## config.mk

```make
export PLATFORM = sky130hd
export DESIGN_NAME = csm_top
export DESIGN_NICKNAME = d
export VERILOG_FILES = /design/src/rtl/csm_pkg.sv /design/src/rtl/csm_evt_if.sv /design/src/rtl/csm_dstat.sv /design/src/rtl/csm_top.sv
export SDC_FILE = /design/constraint.sdc
export NUM_CORES = 1
export LEC_CHECK = 0
export ABC_AREA = 1
export CORE_MARGIN = 3
export CORE_UTILIZATION = 40
export DETAILED_ROUTE_END_ITERATION = 8
export DONT_BUFFER_PORTS = 1
export MAX_ROUTING_LAYER = met4
export SLEW_MARGIN = 20
export SYNTH_ARGS = -nofsm -noshare
export SYNTH_HDL_FRONTEND = slang
export SYNTH_SLANG_ARGS = --single-unit
export TNS_END_PERCENT = 1
```

## constraint.sdc

```tcl
create_clock -name i_clk -period 1.35 [get_ports i_clk]
set_clock_uncertainty 0.2 [all_clocks]
set_input_delay 0.135 -clock i_clk [delete_from_list [all_inputs] [get_ports i_clk]]
set_output_delay 0.135 -clock i_clk [all_outputs]
set_load 0.03 [all_outputs]
```

## src/rtl/csm_pkg.sv

```systemverilog
// Purpose: Constants and types for the configuration space mirror block.
// Assumes: One user clock, synchronous active-low reset.
// Notes:   Offsets are field positions inside the 16-bit mirrors.
package csm_pkg;

  typedef enum logic [2:0] {
    CSM_SEL_COMMAND,
    CSM_SEL_DEV_STATUS,
    CSM_SEL_DEV_CTL,
    CSM_SEL_LINK_STATUS,
    CSM_SEL_LINK_CTL,
    CSM_SEL_DEV_CTL2
  } csm_sel_e;

  localparam logic [15:0] CSM_CMD_WMASK     = 16'h0507;
  localparam logic [15:0] CSM_DCTL_WMASK    = 16'h7fff;
  localparam logic [15:0] CSM_LCTL_WMASK    = 16'h0ffb;
  localparam logic [15:0] CSM_LCTL_EP_WMASK = 16'h0fdb;
  localparam logic [15:0] CSM_DCTL2_WMASK   = 16'h001f;
  localparam logic [15:0] CSM_LSTAT_W1C     = 16'hc000;

  localparam int CSM_CMD_IO_BIT      = 0;
  localparam int CSM_CMD_MEM_BIT     = 1;
  localparam int CSM_DST_ERR_LSB     = 0;
  localparam int CSM_DST_ERR_W       = 4;
  localparam int CSM_DST_AUX_BIT     = 4;
  localparam int CSM_DST_PEND_BIT    = 5;
  localparam int CSM_LST_SPEED_LSB   = 0;
  localparam int CSM_LST_WIDTH_LSB   = 4;
  localparam int CSM_LST_TRAIN_BIT   = 11;
  localparam int CSM_LST_SLOTCLK_BIT = 12;
  localparam int CSM_LST_DLACT_BIT   = 13;
  localparam int CSM_LST_BWMGT_BIT   = 14;
  localparam int CSM_LST_AUTBW_BIT   = 15;

  localparam logic [7:0]  CSM_BUS_RST   = 8'h00;
  localparam logic [4:0]  CSM_DEV_RST   = 5'h00;
  localparam logic [2:0]  CSM_FUNC_NUM  = 3'h0;
  localparam logic [15:0] CSM_REG_RST   = 16'h0000;
  localparam logic [15:0] CSM_STATUS_NA = 16'h0000;

endpackage

```

## src/rtl/csm_evt_if.sv

```systemverilog
// Purpose: Carries device status events between the top and the status keeper.
// Assumes: All signals are in the user clock domain.
// Notes:   The top drives events and clears, the keeper returns the flags.
interface csm_evt_if;
  logic       ce;
  logic [3:0] err_set;
  logic [3:0] err_clr;
  logic       pending;
  logic [5:0] flags;

  modport keeper (
    input  ce,
    input  err_set,
    input  err_clr,
    input  pending,
    output flags
  );

  modport top (
    output ce,
    output err_set,
    output err_clr,
    output pending,
    input  flags
  );
endinterface

```

## src/rtl/csm_dstat.sv

```systemverilog
// Purpose: Keeps the sticky error flags of the device status mirror.
// Assumes: Clears are write-one-to-clear from configuration writes.
// Notes:   A set in the same cycle as its clear keeps the flag set.
module csm_dstat (
  input  wire logic  i_clk,
  input  wire logic  i_rst_n,
  csm_evt_if.keeper  evt
);

  logic [3:0] err_r;
  logic [3:0] err_nxt;
  logic       pend_r;

  // --------------------------------------------------------------------
  // Sticky error flags
  // --------------------------------------------------------------------
  assign err_nxt = (err_r & ~evt.err_clr) | evt.err_set;

  always_ff @(posedge i_clk) begin
    if (!i_rst_n) begin
      err_r  <= 4'h0;
      pend_r <= 1'b0;
    end else if (evt.ce) begin
      err_r  <= err_nxt;
      pend_r <= evt.pending;
    end
  end

  assign evt.flags = {pend_r, 1'b0, err_r};

endmodule

```

## src/rtl/csm_top.sv

```systemverilog
// Purpose: Mirrors configuration space registers onto parallel user buses.
// Assumes: All inputs come from core logic on i_clk; no synchronisers needed.
// Notes:   Writes arrive on one port; link-side Type 0 writes also carry the ID.
module csm_top (
  input  wire logic                  i_clk,
  input  wire logic                  i_rst_n,
  input  wire logic                  i_ce,
  input  wire logic                  i_root_port,
  input  wire logic                  i_wr_valid,
  input  wire logic                  i_wr_type0,
  input  wire csm_pkg::csm_sel_e     i_wr_sel,
  input  wire logic [15:0]           i_wr_data,
  input  wire logic [7:0]            i_wr_bus,
  input  wire logic [4:0]            i_wr_dev,
  input  wire logic [3:0]            i_err_set,
  input  wire logic                  i_txn_pending,
  input  wire logic                  i_autbw_evt,
  input  wire logic                  i_bwmgt_evt,
  input  wire logic                  i_dl_active,
  input  wire logic                  i_slot_clk,
  input  wire logic                  i_link_training,
  input  wire logic [5:0]            i_link_width,
  input  wire logic [3:0]            i_link_speed,
  input  wire logic                  i_mem_req,
  input  wire logic                  i_io_req,
  output logic      [7:0]            o_bus_num,
  output logic      [4:0]            o_dev_num,
  output logic      [2:0]            o_func_num,
  output logic      [15:0]           o_status,
  output logic      [15:0]           o_command,
  output logic      [15:0]           o_dev_status,
  output logic      [15:0]           o_dev_ctl,
  output logic      [15:0]           o_link_status,
  output logic      [15:0]           o_link_ctl,
  output logic      [15:0]           o_dev_ctl2_mirror,
  output logic                       o_mem_accept,
  output logic                       o_io_accept
);

  // --------------------------------------------------------------------
  // Mode capture
  // --------------------------------------------------------------------
  logic        root_r;
  logic        mode_done_r;

  always_ff @(posedge i_clk) begin
    if (!i_rst_n) begin
      root_r      <= 1'b0;
      mode_done_r <= 1'b0;
    end else if (i_ce && !mode_done_r) begin
      root_r      <= i_root_port;
      mode_done_r <= 1'b1;
    end
  end

  // --------------------------------------------------------------------
  // Write decode
  // --------------------------------------------------------------------
  logic        wr_cmd;
  logic        wr_dst;
  logic        wr_dctl;
  logic        wr_lst;
  logic        wr_lctl;
  logic        wr_dctl2;
  logic        id_capture;
  logic [15:0] lctl_mask;

  assign wr_cmd     = i_wr_valid && (i_wr_sel == csm_pkg::CSM_SEL_COMMAND);
  assign wr_dst     = i_wr_valid && (i_wr_sel == csm_pkg::CSM_SEL_DEV_STATUS);
  assign wr_dctl    = i_wr_valid && (i_wr_sel == csm_pkg::CSM_SEL_DEV_CTL);
  assign wr_lst     = i_wr_valid && (i_wr_sel == csm_pkg::CSM_SEL_LINK_STATUS);
  assign wr_lctl    = i_wr_valid && (i_wr_sel == csm_pkg::CSM_SEL_LINK_CTL);
  assign wr_dctl2   = i_wr_valid && (i_wr_sel == csm_pkg::CSM_SEL_DEV_CTL2);
  assign id_capture = i_wr_valid && i_wr_type0;
  assign lctl_mask  = root_r ? csm_pkg::CSM_LCTL_WMASK
                             : csm_pkg::CSM_LCTL_EP_WMASK;

  // --------------------------------------------------------------------
  // Next values
  // --------------------------------------------------------------------
  logic [15:0] cmd_nxt;
  logic [15:0] dctl_nxt;
  logic [15:0] lctl_nxt;
  logic [15:0] dctl2_nxt;
  logic [15:0] lst_nxt;
  logic [1:0]  lst_w1c;
  logic [1:0]  lst_sticky;
  logic [1:0]  lst_evt;
  logic [7:0]  bus_nxt;
  logic [4:0]  dev_nxt;

  assign cmd_nxt   = wr_cmd ? (i_wr_data & csm_pkg::CSM_CMD_WMASK)
                            : o_command;
  assign dctl_nxt  = wr_dctl ? (i_wr_data & csm_pkg::CSM_DCTL_WMASK)
                             : o_dev_ctl;
  assign lctl_nxt  = wr_lctl ? (i_wr_data & lctl_mask)
                             : (o_link_ctl & lctl_mask);
  assign dctl2_nxt = wr_dctl2 ? (i_wr_data & csm_pkg::CSM_DCTL2_WMASK)
                              : o_dev_ctl2_mirror;
  assign bus_nxt   = id_capture ? i_wr_bus : o_bus_num;
  assign dev_nxt   = id_capture ? i_wr_dev : o_dev_num;

  // Bandwidth status flags are sticky; a new event wins over a clear.
  assign lst_w1c    = wr_lst ? i_wr_data[15:14] : 2'b00;
  assign lst_evt    = {i_autbw_evt, i_bwmgt_evt};

  for (genvar b = 0; b < 2; b++) begin : g_bw_sticky
    assign lst_sticky[b] = (o_link_status[csm_pkg::CSM_LST_BWMGT_BIT + b] & ~lst_w1c[b])
                         | lst_evt[b];
  end
  assign lst_nxt    = {lst_sticky,
                       i_dl_active,
                       i_slot_clk,
                       i_link_training,
                       1'b0,
                       i_link_width,
                       i_link_speed};

  // --------------------------------------------------------------------
  // Device status keeper
  // --------------------------------------------------------------------
  csm_evt_if evt_bus ();

  assign evt_bus.ce      = i_ce;
  assign evt_bus.err_set = i_err_set;
  assign evt_bus.err_clr = wr_dst ? i_wr_data[3:0] : 4'h0;
  assign evt_bus.pending = i_txn_pending;

  csm_dstat u_dstat (
    .i_clk   (i_clk),
    .i_rst_n (i_rst_n),
    .evt     (evt_bus.keeper)
  );

  assign o_dev_status = {10'h000, evt_bus.flags};

  // --------------------------------------------------------------------
  // Request acceptance
  // --------------------------------------------------------------------
  logic mem_ok;
  logic io_ok;

  assign mem_ok = i_mem_req && o_command[csm_pkg::CSM_CMD_MEM_BIT];
  assign io_ok  = i_io_req && o_command[csm_pkg::CSM_CMD_IO_BIT];

  // --------------------------------------------------------------------
  // Captured identifier
  // --------------------------------------------------------------------
  always_ff @(posedge i_clk) begin
    if (!i_rst_n) begin
      o_bus_num  <= csm_pkg::CSM_BUS_RST;
      o_dev_num  <= csm_pkg::CSM_DEV_RST;
      o_func_num <= csm_pkg::CSM_FUNC_NUM;
    end else if (i_ce) begin
      o_bus_num  <= bus_nxt;
      o_dev_num  <= dev_nxt;
      o_func_num <= csm_pkg::CSM_FUNC_NUM;
    end
  end

  // --------------------------------------------------------------------
  // Status mirror
  // --------------------------------------------------------------------
  always_ff @(posedge i_clk) begin
    if (!i_rst_n) begin
      o_status <= csm_pkg::CSM_STATUS_NA;
    end else if (i_ce) begin
      o_status <= csm_pkg::CSM_STATUS_NA;
    end
  end

  // --------------------------------------------------------------------
  // Command mirror
  // --------------------------------------------------------------------
  always_ff @(posedge i_clk) begin
    if (!i_rst_n) begin
      o_command <= csm_pkg::CSM_REG_RST;
    end else if (i_ce) begin
      o_command <= cmd_nxt;
    end
  end

  // --------------------------------------------------------------------
  // Device control mirrors
  // --------------------------------------------------------------------
  always_ff @(posedge i_clk) begin
    if (!i_rst_n) begin
      o_dev_ctl         <= csm_pkg::CSM_REG_RST;
      o_dev_ctl2_mirror <= csm_pkg::CSM_REG_RST;
    end else if (i_ce) begin
      o_dev_ctl         <= dctl_nxt;
      o_dev_ctl2_mirror <= dctl2_nxt;
    end
  end

  // --------------------------------------------------------------------
  // Link control mirror
  // --------------------------------------------------------------------
  always_ff @(posedge i_clk) begin
    if (!i_rst_n) begin
      o_link_ctl <= csm_pkg::CSM_REG_RST;
    end else if (i_ce) begin
      o_link_ctl <= lctl_nxt;
    end
  end

  // --------------------------------------------------------------------
  // Link status mirror
  // --------------------------------------------------------------------
  always_ff @(posedge i_clk) begin
    if (!i_rst_n) begin
      o_link_status <= csm_pkg::CSM_REG_RST;
    end else if (i_ce) begin
      o_link_status <= lst_nxt;
    end
  end

  // --------------------------------------------------------------------
  // Accept pulses
  // --------------------------------------------------------------------
  always_ff @(posedge i_clk) begin
    if (!i_rst_n) begin
      o_mem_accept <= 1'b0;
      o_io_accept  <= 1'b0;
    end else if (i_ce) begin
      o_mem_accept <= mem_ok;
      o_io_accept  <= io_ok;
    end
  end

endmodule

```

# Yosys cells after proc, flatten, opt, wreduce, memory -nomap -nowiden
# Cells that the tools add are included.
# W data, S select, Z words.
# word_totals
regBits	78
latchBits	0
ramBits	0
mem_bits_ro	0
output_inout_bits	130
memories	0
# classes
n_addsub	0
n_mul	0
div	0
magnitude_cmp	0
eq_ne	5
n_shift	0
mux	4
n_bitwise	11
reduce_logical	16
# ops
operator	n
$and A16 B12 Y16	2
$mux W16	1
$logic_and A1 B1 Y1	10
$reduce_and A2 Y1	4
$eq A3 B2 Y1 const B	2
$eq A3 B3 Y1 const B	2
$mux W6	1
$and A4 B4 Y4	1
$mux W4	1
$not A4 Y4	1
$or A4 B4 Y4	1
$eq A3 B1 Y1 const B	1
$logic_not A3 Y1	1
$and A1 B1 Y1	2
$mux W2	1
$not A1 Y1	2
$or A1 B1 Y1	2
$logic_not A1 Y1	1

# Depth between registers and ports, before layout
# Gate-level depths: netlist of run 1.
# depth
ltp_word	6
ltp_mapped	7

# Hierarchy
# A second synthesis of run 1 with hierarchy kept.
# unflattened
cells_unflattened	440
area_unflattened_um2	3255.6
# modules_own_cells
module	instances	cells_per_inst	area_per_inst_um2
csm_top	1	410	3040.4
csm_dstat	1	30	215.2

# Least setup slack after synthesis of run 1
# No wires, ideal clock.
# synth_timing
path_type	input -> register
from	input port i_wr_sel[1]
to	register o_dev_ctl[13]
arrival_time_ps	753
t_required_ps	1018
path_slack_ps	265
stages	6
path_buffers	1
cell_sequence	inv_1 > nor2_2 > nand2_2 > buf_2 > nand2_1 > a21oi_1
# synth_via
elab_chain_len	3
# synth_lines
item	line_no	text
start: declaration	csm_top.sv:11	input wire csm_pkg::csm_sel_e i_wr_sel,
$eq A3 B2 Y1	csm_top.sv:70	assign wr_dctl = i_wr_valid && (i_wr_sel == csm_pkg::CSM_SEL_DEV_CTL);
$logic_and A1 B1 Y1	csm_top.sv:70	
$reduce_and A2 Y1 (no source line)	-	
end signal: assignment	csm_top.sv:188	o_dev_ctl <= csm_pkg::CSM_REG_RST;
end signal: assignment	csm_top.sv:191	o_dev_ctl <= dctl_nxt;
end: declaration	csm_top.sv:32	output logic [15:0] o_dev_ctl,
# Every way passes these cells.
# A chain may end at the register's enable or synchronous reset.

==> impl_metrics.tcl, run 1 <==
set metrics [dict create \
    rows 31 \
    crit_path_start_kind "input pin" \
    period_minus_slack_ns 1.35 \
    power.internal_mw 3.78 \
    antenna_found_initial 0 \
    synthAdderAreaFrac_pct 0 \
    wirelength_microns 9280 \
    setup_viol 1 \
    drive_gt1_share_pct 17.3 \
    grt_overflow_total 0 \
    synth_cell_types 18 \
    max_slew_margin_pct 64.1 \
    nNetsFinal 615 \
    drv_slew 0 \
    clkSinkCount 73 \
    first_pass_iters 4 \
    synth_compound_area_share_pct 12.1 \
    yosysMostFrequentCell "nor2_1" \
    use_met3_pct 4.78 \
    finalHoldViolCount 35 \
    clockBufferDepth 2 \
    swShare_pct 27.8 \
    min_path_type "in2reg" \
    port_buffers 0 \
    r2r_end "o_dev_ctl[14]" \
    post_cts_buffers 0 \
    use_met1_pct 23.4 \
    rsz0062_at_grt "yes" \
    critical_path_class "in2reg" \
    max_freq_mhz 738 \
    synth_commonest_cells "76 x nor2_1, 73 x dfxtp_1, 62 x buf_4, 57 x nand2_1, 39 x a21oi_1" \
    p_leak_nw 2.12 \
    crit_arrival_ns 1.39 \
    clkSlewWorstSetupHoldPaths_ns 0.08 \
    p_seq_share_pct 43.7 \
    ys_ff_latch 73 \
    avgSynthCellArea_sq_um 7.54 \
    htree_levels 3 \
    r2r_cells 3 \
    power.switching_mw 1.45 \
    clkPwrFrac_pct 39.3 \
    cp-end-kind "register" \
    grt_usage_pct 20.7 \
    synth_top_family_by_area "simple AND/OR/NAND/NOR gates" \
    place_area_sq_um 3470 \
    dieArea_sq_um 8960 \
    synthFlopType "dfxtp_1" \
    wl_per_cell_microns 14.1 \
    ant_nets 0 \
    drc 0 \
    synth_top_area_share_pct 46.5 \
    hp-start "i_rst_n" \
    crit_fanout 2 \
    cts_tree "done" \
    ir_worst_vdd_mv 0.697 \
    violations "negative hold slack, negative setup slack" \
    final_area_sq_um 4540 \
    synth_mux_area_share_pct 0 \
    maxCapViolCount 0 \
    setup_tns_ns -0.00456 \
    synth_xor_area_share_pct 0 \
    place_congestion 0.726 \
    synth_top_cells_by_area "dfxtp_1 46%, buf_4 15%, nor2_1 9.1%" \
    grt.busiest_layer "met2" \
    synth-seq-area-share_pct 46.5 \
    die_y_microns 94.6 \
    hold_depth 2 \
    yosys.area_share.simple_pct 21.8 \
    numCtsBuffers 9 \
    yosysTopAreaCell "dfxtp_1" \
    ioPinCount 190 \
    power_density_nw_per_um2 1150 \
    hold_end "o_link_ctl[5]" \
    routed_via_density 4.64 \
    grt_max_degree 36 \
    coreArea_sq_um 7450 \
    worst_skew_pair.late_latency_ns 0.34 \
    crit_required_ns 1.38 \
    start_util_pct 42.2 \
    grt_pass1_wl_microns 14000 \
    synth_edf_count 0 \
    outcome "finished with violations" \
    dp_hpwl_microns 5780 \
    ys_warn_count 0 \
    r2r_setup_slack_ns 0.03 \
    holdWs_ns -0.287 \
    drt_iter0_drc 108 \
    cts_root_buffer "clkbuf_8" \
    r2r_start "o_dev_ctl[14]" \
    setup_slack_ns -0.00456 \
    dieWidth_microns 94.6 \
    syn_area_sq_um 3140 \
    vias 3059 \
    grt_pass1_vias 2884 \
    synthArstFlopShare_pct 0 \
    area_growth_syn_to_layout_pct 44.5 \
    worst_slew_pin_slew_ns 0.539 \
    grtUsageMet2_pct 34.8 \
    pwr-share-comb_pct 16.9 \
    syn-instance-count 417 \
    period_share_pct 100 \
    antenna_cells 0 \
]
## area by class of cell
type	count	area (sq um)
fillers	670	2900
inverters	21	78.8
repair buffers	147	1340
clock buffers	11	131
multi-input cells	303	1300
well taps	99	124
clock inverters	5	104
flip-flops and latches	73	1470
## routing by layer
layer  wire length, microns  part of all wire, %  vias to the layer above
li1                       -                    -                     1488
met1                   3630                   39                     1412
met2                   4670                   50                      142
met3                    775                  8.4                       17
met4                    202                  2.2                        0
met5                      0                    0                        -
## sequential cells by signal (all words and copies together) (netlist names)
name,flops
o_io_accept,1
o_command,5
mode_done_r,1
o_link_status,15
o_dev_ctl2_mirror,5
o_mem_accept,1
o_dev_ctl,15
o_bus_num,8
o_link_ctl,11
root_r,1
o_dev_num,5
u_dstat.err_r,4
u_dstat.pend_r,1
## metrics by stage
step	setup slack (ns)	utilization [%]	power, mW	cells	hold WS [ns]
after global placement	0.140	46.6	3.01	565	0.0697
after CTS	0.00970	59.4	5.22	653	-0.300
after global routing	-0.0626	61.0	5.44	659	-0.305
final	-0.00456	61.0	5.23	659	-0.287
after floorplan	0.265	-	3.01	475	0.0699
after detailed placement	0.106	46.6	3.02	565	0.0720
## cells by family after synthesis
logic type,after synthesis
flops,73
compound gates,76
buf+inv,99
other cells,1
simple gates,168
## power groups by stage
stage,Sequential [mW],Clock [mW],Combinational [mW]
2_1_floorplan,2.46,0,0.544
3_3_place_gp,2.33,0,0.677
3_5_place_dp,2.34,0,0.683
4_1_cts,2.29,2.08,0.846
5_1_grt,2.30,2.19,0.951
6_report,2.29,2.06,0.885
## layout by cell type, fill, tap and decap left out
cell type       netlist  routed
a21oi_2               0       3
conb_1                1      59
nor2_1               76      75
clkbuf_8              0       9
dlymetal6s4s_1        0      15
nand2_2               2       3
dlygate4sd3_1         0      63
clkbuf_1              8       2
inv_2                 1       1
clkinv_4              0       1
a21oi_1              39      36
clkinv_2              0       1
nand2_1              57      56
nor2_4                1       1
nor2_2                2       3
clkinv_1              2       2
o21ai_0              34      32
dfxtp_1              73      70
buf_4                62      69
dfxtp_2               0       3
inv_1                18      18
nand3_1              30      30
bufinv_16             0       3
o21ai_1               3       5
## critical path, stage by stage
cell	delay [ns]
dlygate4sd3_1	0.55
nand3_1	0.08
a21oi_1	0.06
dlygate4sd3_1	0.56
## what timing repair did
| item | 4_1_cts | 5_1_grt |
|---|---|---|
| gates resized for setup | 0 | 25 |
| endpoints found under the hold margin | 73 | 36 |
| setup endpoints to repair | 0 | 53 |
| hold buffers | 72 | 6 |
## worst max-delay path by stage
| stage | startpoint | to | depth (start not counted) |
|---|---|---|---|
| floorplan | i_wr_sel[1] | o_dev_ctl[13] | 6 |
| global placement | i_wr_valid | o_link_ctl[4] | 6 |
| detailed placement | i_wr_valid | o_link_ctl[4] | 6 |
| CTS | i_wr_sel[1] | o_dev_ctl[3] | 6 |
| global route | i_wr_data[14] | o_dev_ctl[14] | 4 |
| finish | i_wr_data[14] | o_dev_ctl[14] | 4 |
(Power assumes the default switching activity.)
==> run 2, diff against run 1 <==
==> constraint.sdc (replaced) <==
create_clock -name i_clk -period 1.1 [get_ports i_clk]
set_clock_uncertainty 0.2 [all_clocks]
set_input_delay 0.11 -clock i_clk [delete_from_list [all_inputs] [get_ports i_clk]]
set_output_delay 0.11 -clock i_clk [all_outputs]
set_load 0.03 [all_outputs]
==> impl_metrics.tcl, run 2 (synthesized netlist as in run 1, its figures left out) <==
set metrics [dict create \
    cts_root_buffer "clkbuf_8" \
    r2r_setup_slack_ns 0.14 \
    maxCapViolCount 0 \
    mostFrequentLayoutCell "nor2_1" \
    post-place-ws_ns -0.0343 \
    wirelength_microns 8800 \
    wl_per_cell_microns 13.8 \
    drv_slew 0 \
    antenna_found_initial 0 \
    grt_pass1_vias 2904 \
    port_buffers 0 \
    swShare_pct 29.8 \
    start_util_pct 42.2 \
    grt_pass1_wl_microns 13600 \
    placed_cells_incl_taps 580 \
    cp_slowest_cell "dfxtp_2" \
    r2r_cells 3 \
    vias 2936 \
    ir_worst_vdd_mv 0.882 \
    power.switching_mw 1.70 \
    use_met1_pct 21.9 \
    grtUsageMet2_pct 34.5 \
    grt_overflow_total 0 \
    holdWs_ns -0.314 \
    largest_registers "o_dev_ctl x15, o_link_status x15, o_link_ctl x11" \
    rows 31 \
    fin_cells 639 \
    place_congestion 0.815 \
    fin_util_pct 61.5 \
    cts_tree "done" \
    crit_start "o_bus_num[0]" \
    max_freq_mhz 886 \
    p_seq_share_pct 49.4 \
    clockBufferDepth 2 \
    setup_slack_ns -0.0287 \
    numCtsBuffers 9 \
    grt_usage_pct 19.9 \
    ioPinCount 190 \
    min_path_type "in2reg" \
    crit_path_start_kind "register" \
    first_pass_iters 4 \
    routed_via_density 4.59 \
    crit_arrival_ns 0.82 \
    outcome "finished with violations" \
    crit_chain "buf_6" \
    finalHoldViolCount 73 \
    drc 0 \
    dp_hpwl_microns 5990 \
    critical_path_class "reg2out" \
    r2r_end "o_mem_accept" \
    grt.busiest_layer "met2" \
    dieWidth_microns 94.6 \
    drive_gt1_share_pct 32.8 \
    drt_iter0_drc 99 \
    die_y_microns 94.6 \
    pwr-share-comb_pct 19.3 \
    period_minus_slack_ns 1.13 \
    cp-end-kind "output port" \
    coreArea_sq_um 7450 \
    crit_required_ns 0.79 \
    grt_max_degree 36 \
    setup_viol 66 \
    nNetsFinal 596 \
    r2r_start "o_command[1]" \
    cp_num_buf_inv 1 \
    antenna_cells 0 \
    power.internal_mw 4.01 \
    ant_nets 0 \
    final_cell_mix "76 x nor2_1, 71 x dfxtp_2, 71 x buf_6" \
    path_depth 1 \
    crit_family "flip-flops" \
    worst_path_largest_cell_delay_ns 0.35 \
    use_met3_pct 5.34 \
    htree_levels 3 \
    power_density_nw_per_um2 1250 \
    dieArea_sq_um 8960 \
    clkPwrFrac_pct 31.3 \
    clkSlewWorstSetupHoldPaths_ns 0.08 \
    fillers 664 \
    endpoint "o_bus_num[0]" \
    p_leak_nw 2.05 \
    rsz0062_at_grt "yes" \
    violations "negative hold slack, negative setup slack" \
    worst_skew_pair.late_latency_ns 0.33 \
    clkSinkCount 73 \
    crit_fanout 2 \
    period_share_pct 103 \
    area_growth_syn_to_layout_pct 45.6 \
]
## run 2: changes by cell type in the layout (fill, tap and decap cells not counted), sizes merged
| cell | change |
|---|---|
| clkbuf | +1 |
| buf | +17 |
| dlygate4sd3 | -26 |
| bufinv | -3 |
| clkinvlp | +1 |
| dlymetal6s4s | -10 |
## run 2: final cells by class
cell class | count | area (sq um) | share of cell area [%]
clock buffer | 12 | 145 | 3.17
multi-input combinational | 303 | 1290 | 28.2
inverter | 21 | 78.8 | 1.72
tap | 99 | 124 | 2.71
sequential | 73 | 1550 | 33.9
timing repair buffer | 128 | 1370 | 29.9
clock inverter | 3 | 17.5 | 0.383
## run 2: power groups by stage
stage / clock, mW / combinational [mW] / sequential [mW]
global route: 1.99 / 1.18 / 2.84
floorplan: 0 / 0.668 / 3.02
finish: 1.79 / 1.11 / 2.83
global placement: 0 / 0.881 / 2.85
CTS: 1.87 / 1.08 / 2.82
detailed placement: 0 / 0.891 / 2.85
## run 2: how the worst min path moves through the flow
stage | start | to | slack, ns | depth (start not counted)
6_report | i_rst_n | o_link_ctl[5] | -0.31 | 2
3_5_place_dp | i_rst_n | o_link_ctl[5] | 0.05 | 2
4_1_cts | i_rst_n | o_link_ctl[5] | -0.34 | 2
5_1_grt | i_rst_n | o_link_status[2] | -0.33 | 2
2_1_floorplan | i_txn_pending | u_dstat.pend_r | 0.04 | 2
3_3_place_gp | i_rst_n | o_link_ctl[5] | 0.04 | 2
## run 2: per-stage QoR
stage                     power [mW]  area (sq um)  TNS [ns]
after floorplan                 3.69          3360         0
after global placement          3.73          3610         0
after detailed placement        3.74          3610    -0.191
after CTS                       5.77          4520     -2.00
after global routing            6.01          4580     -3.69
final                           5.72          4580    -0.624
## run 2: metal layers
| layer | vias up | wire length, microns |
|---|---|---|
| li1 | 1445 | - |
| met1 | 1352 | 3450 |
| met2 | 125 | 4570 |
| met3 | 14 | 600 |
| met4 | 0 | 181 |
| met5 | - | 0 |
## run 2: what timing repair did
item / in CTS / in global routing
resized for setup: 142 / 6
hold buffers: 38 / 4
setup buffers: 2 / 0
setup endpoints to repair: 71 / 79
endpoints found under the hold margin: 73 / 72
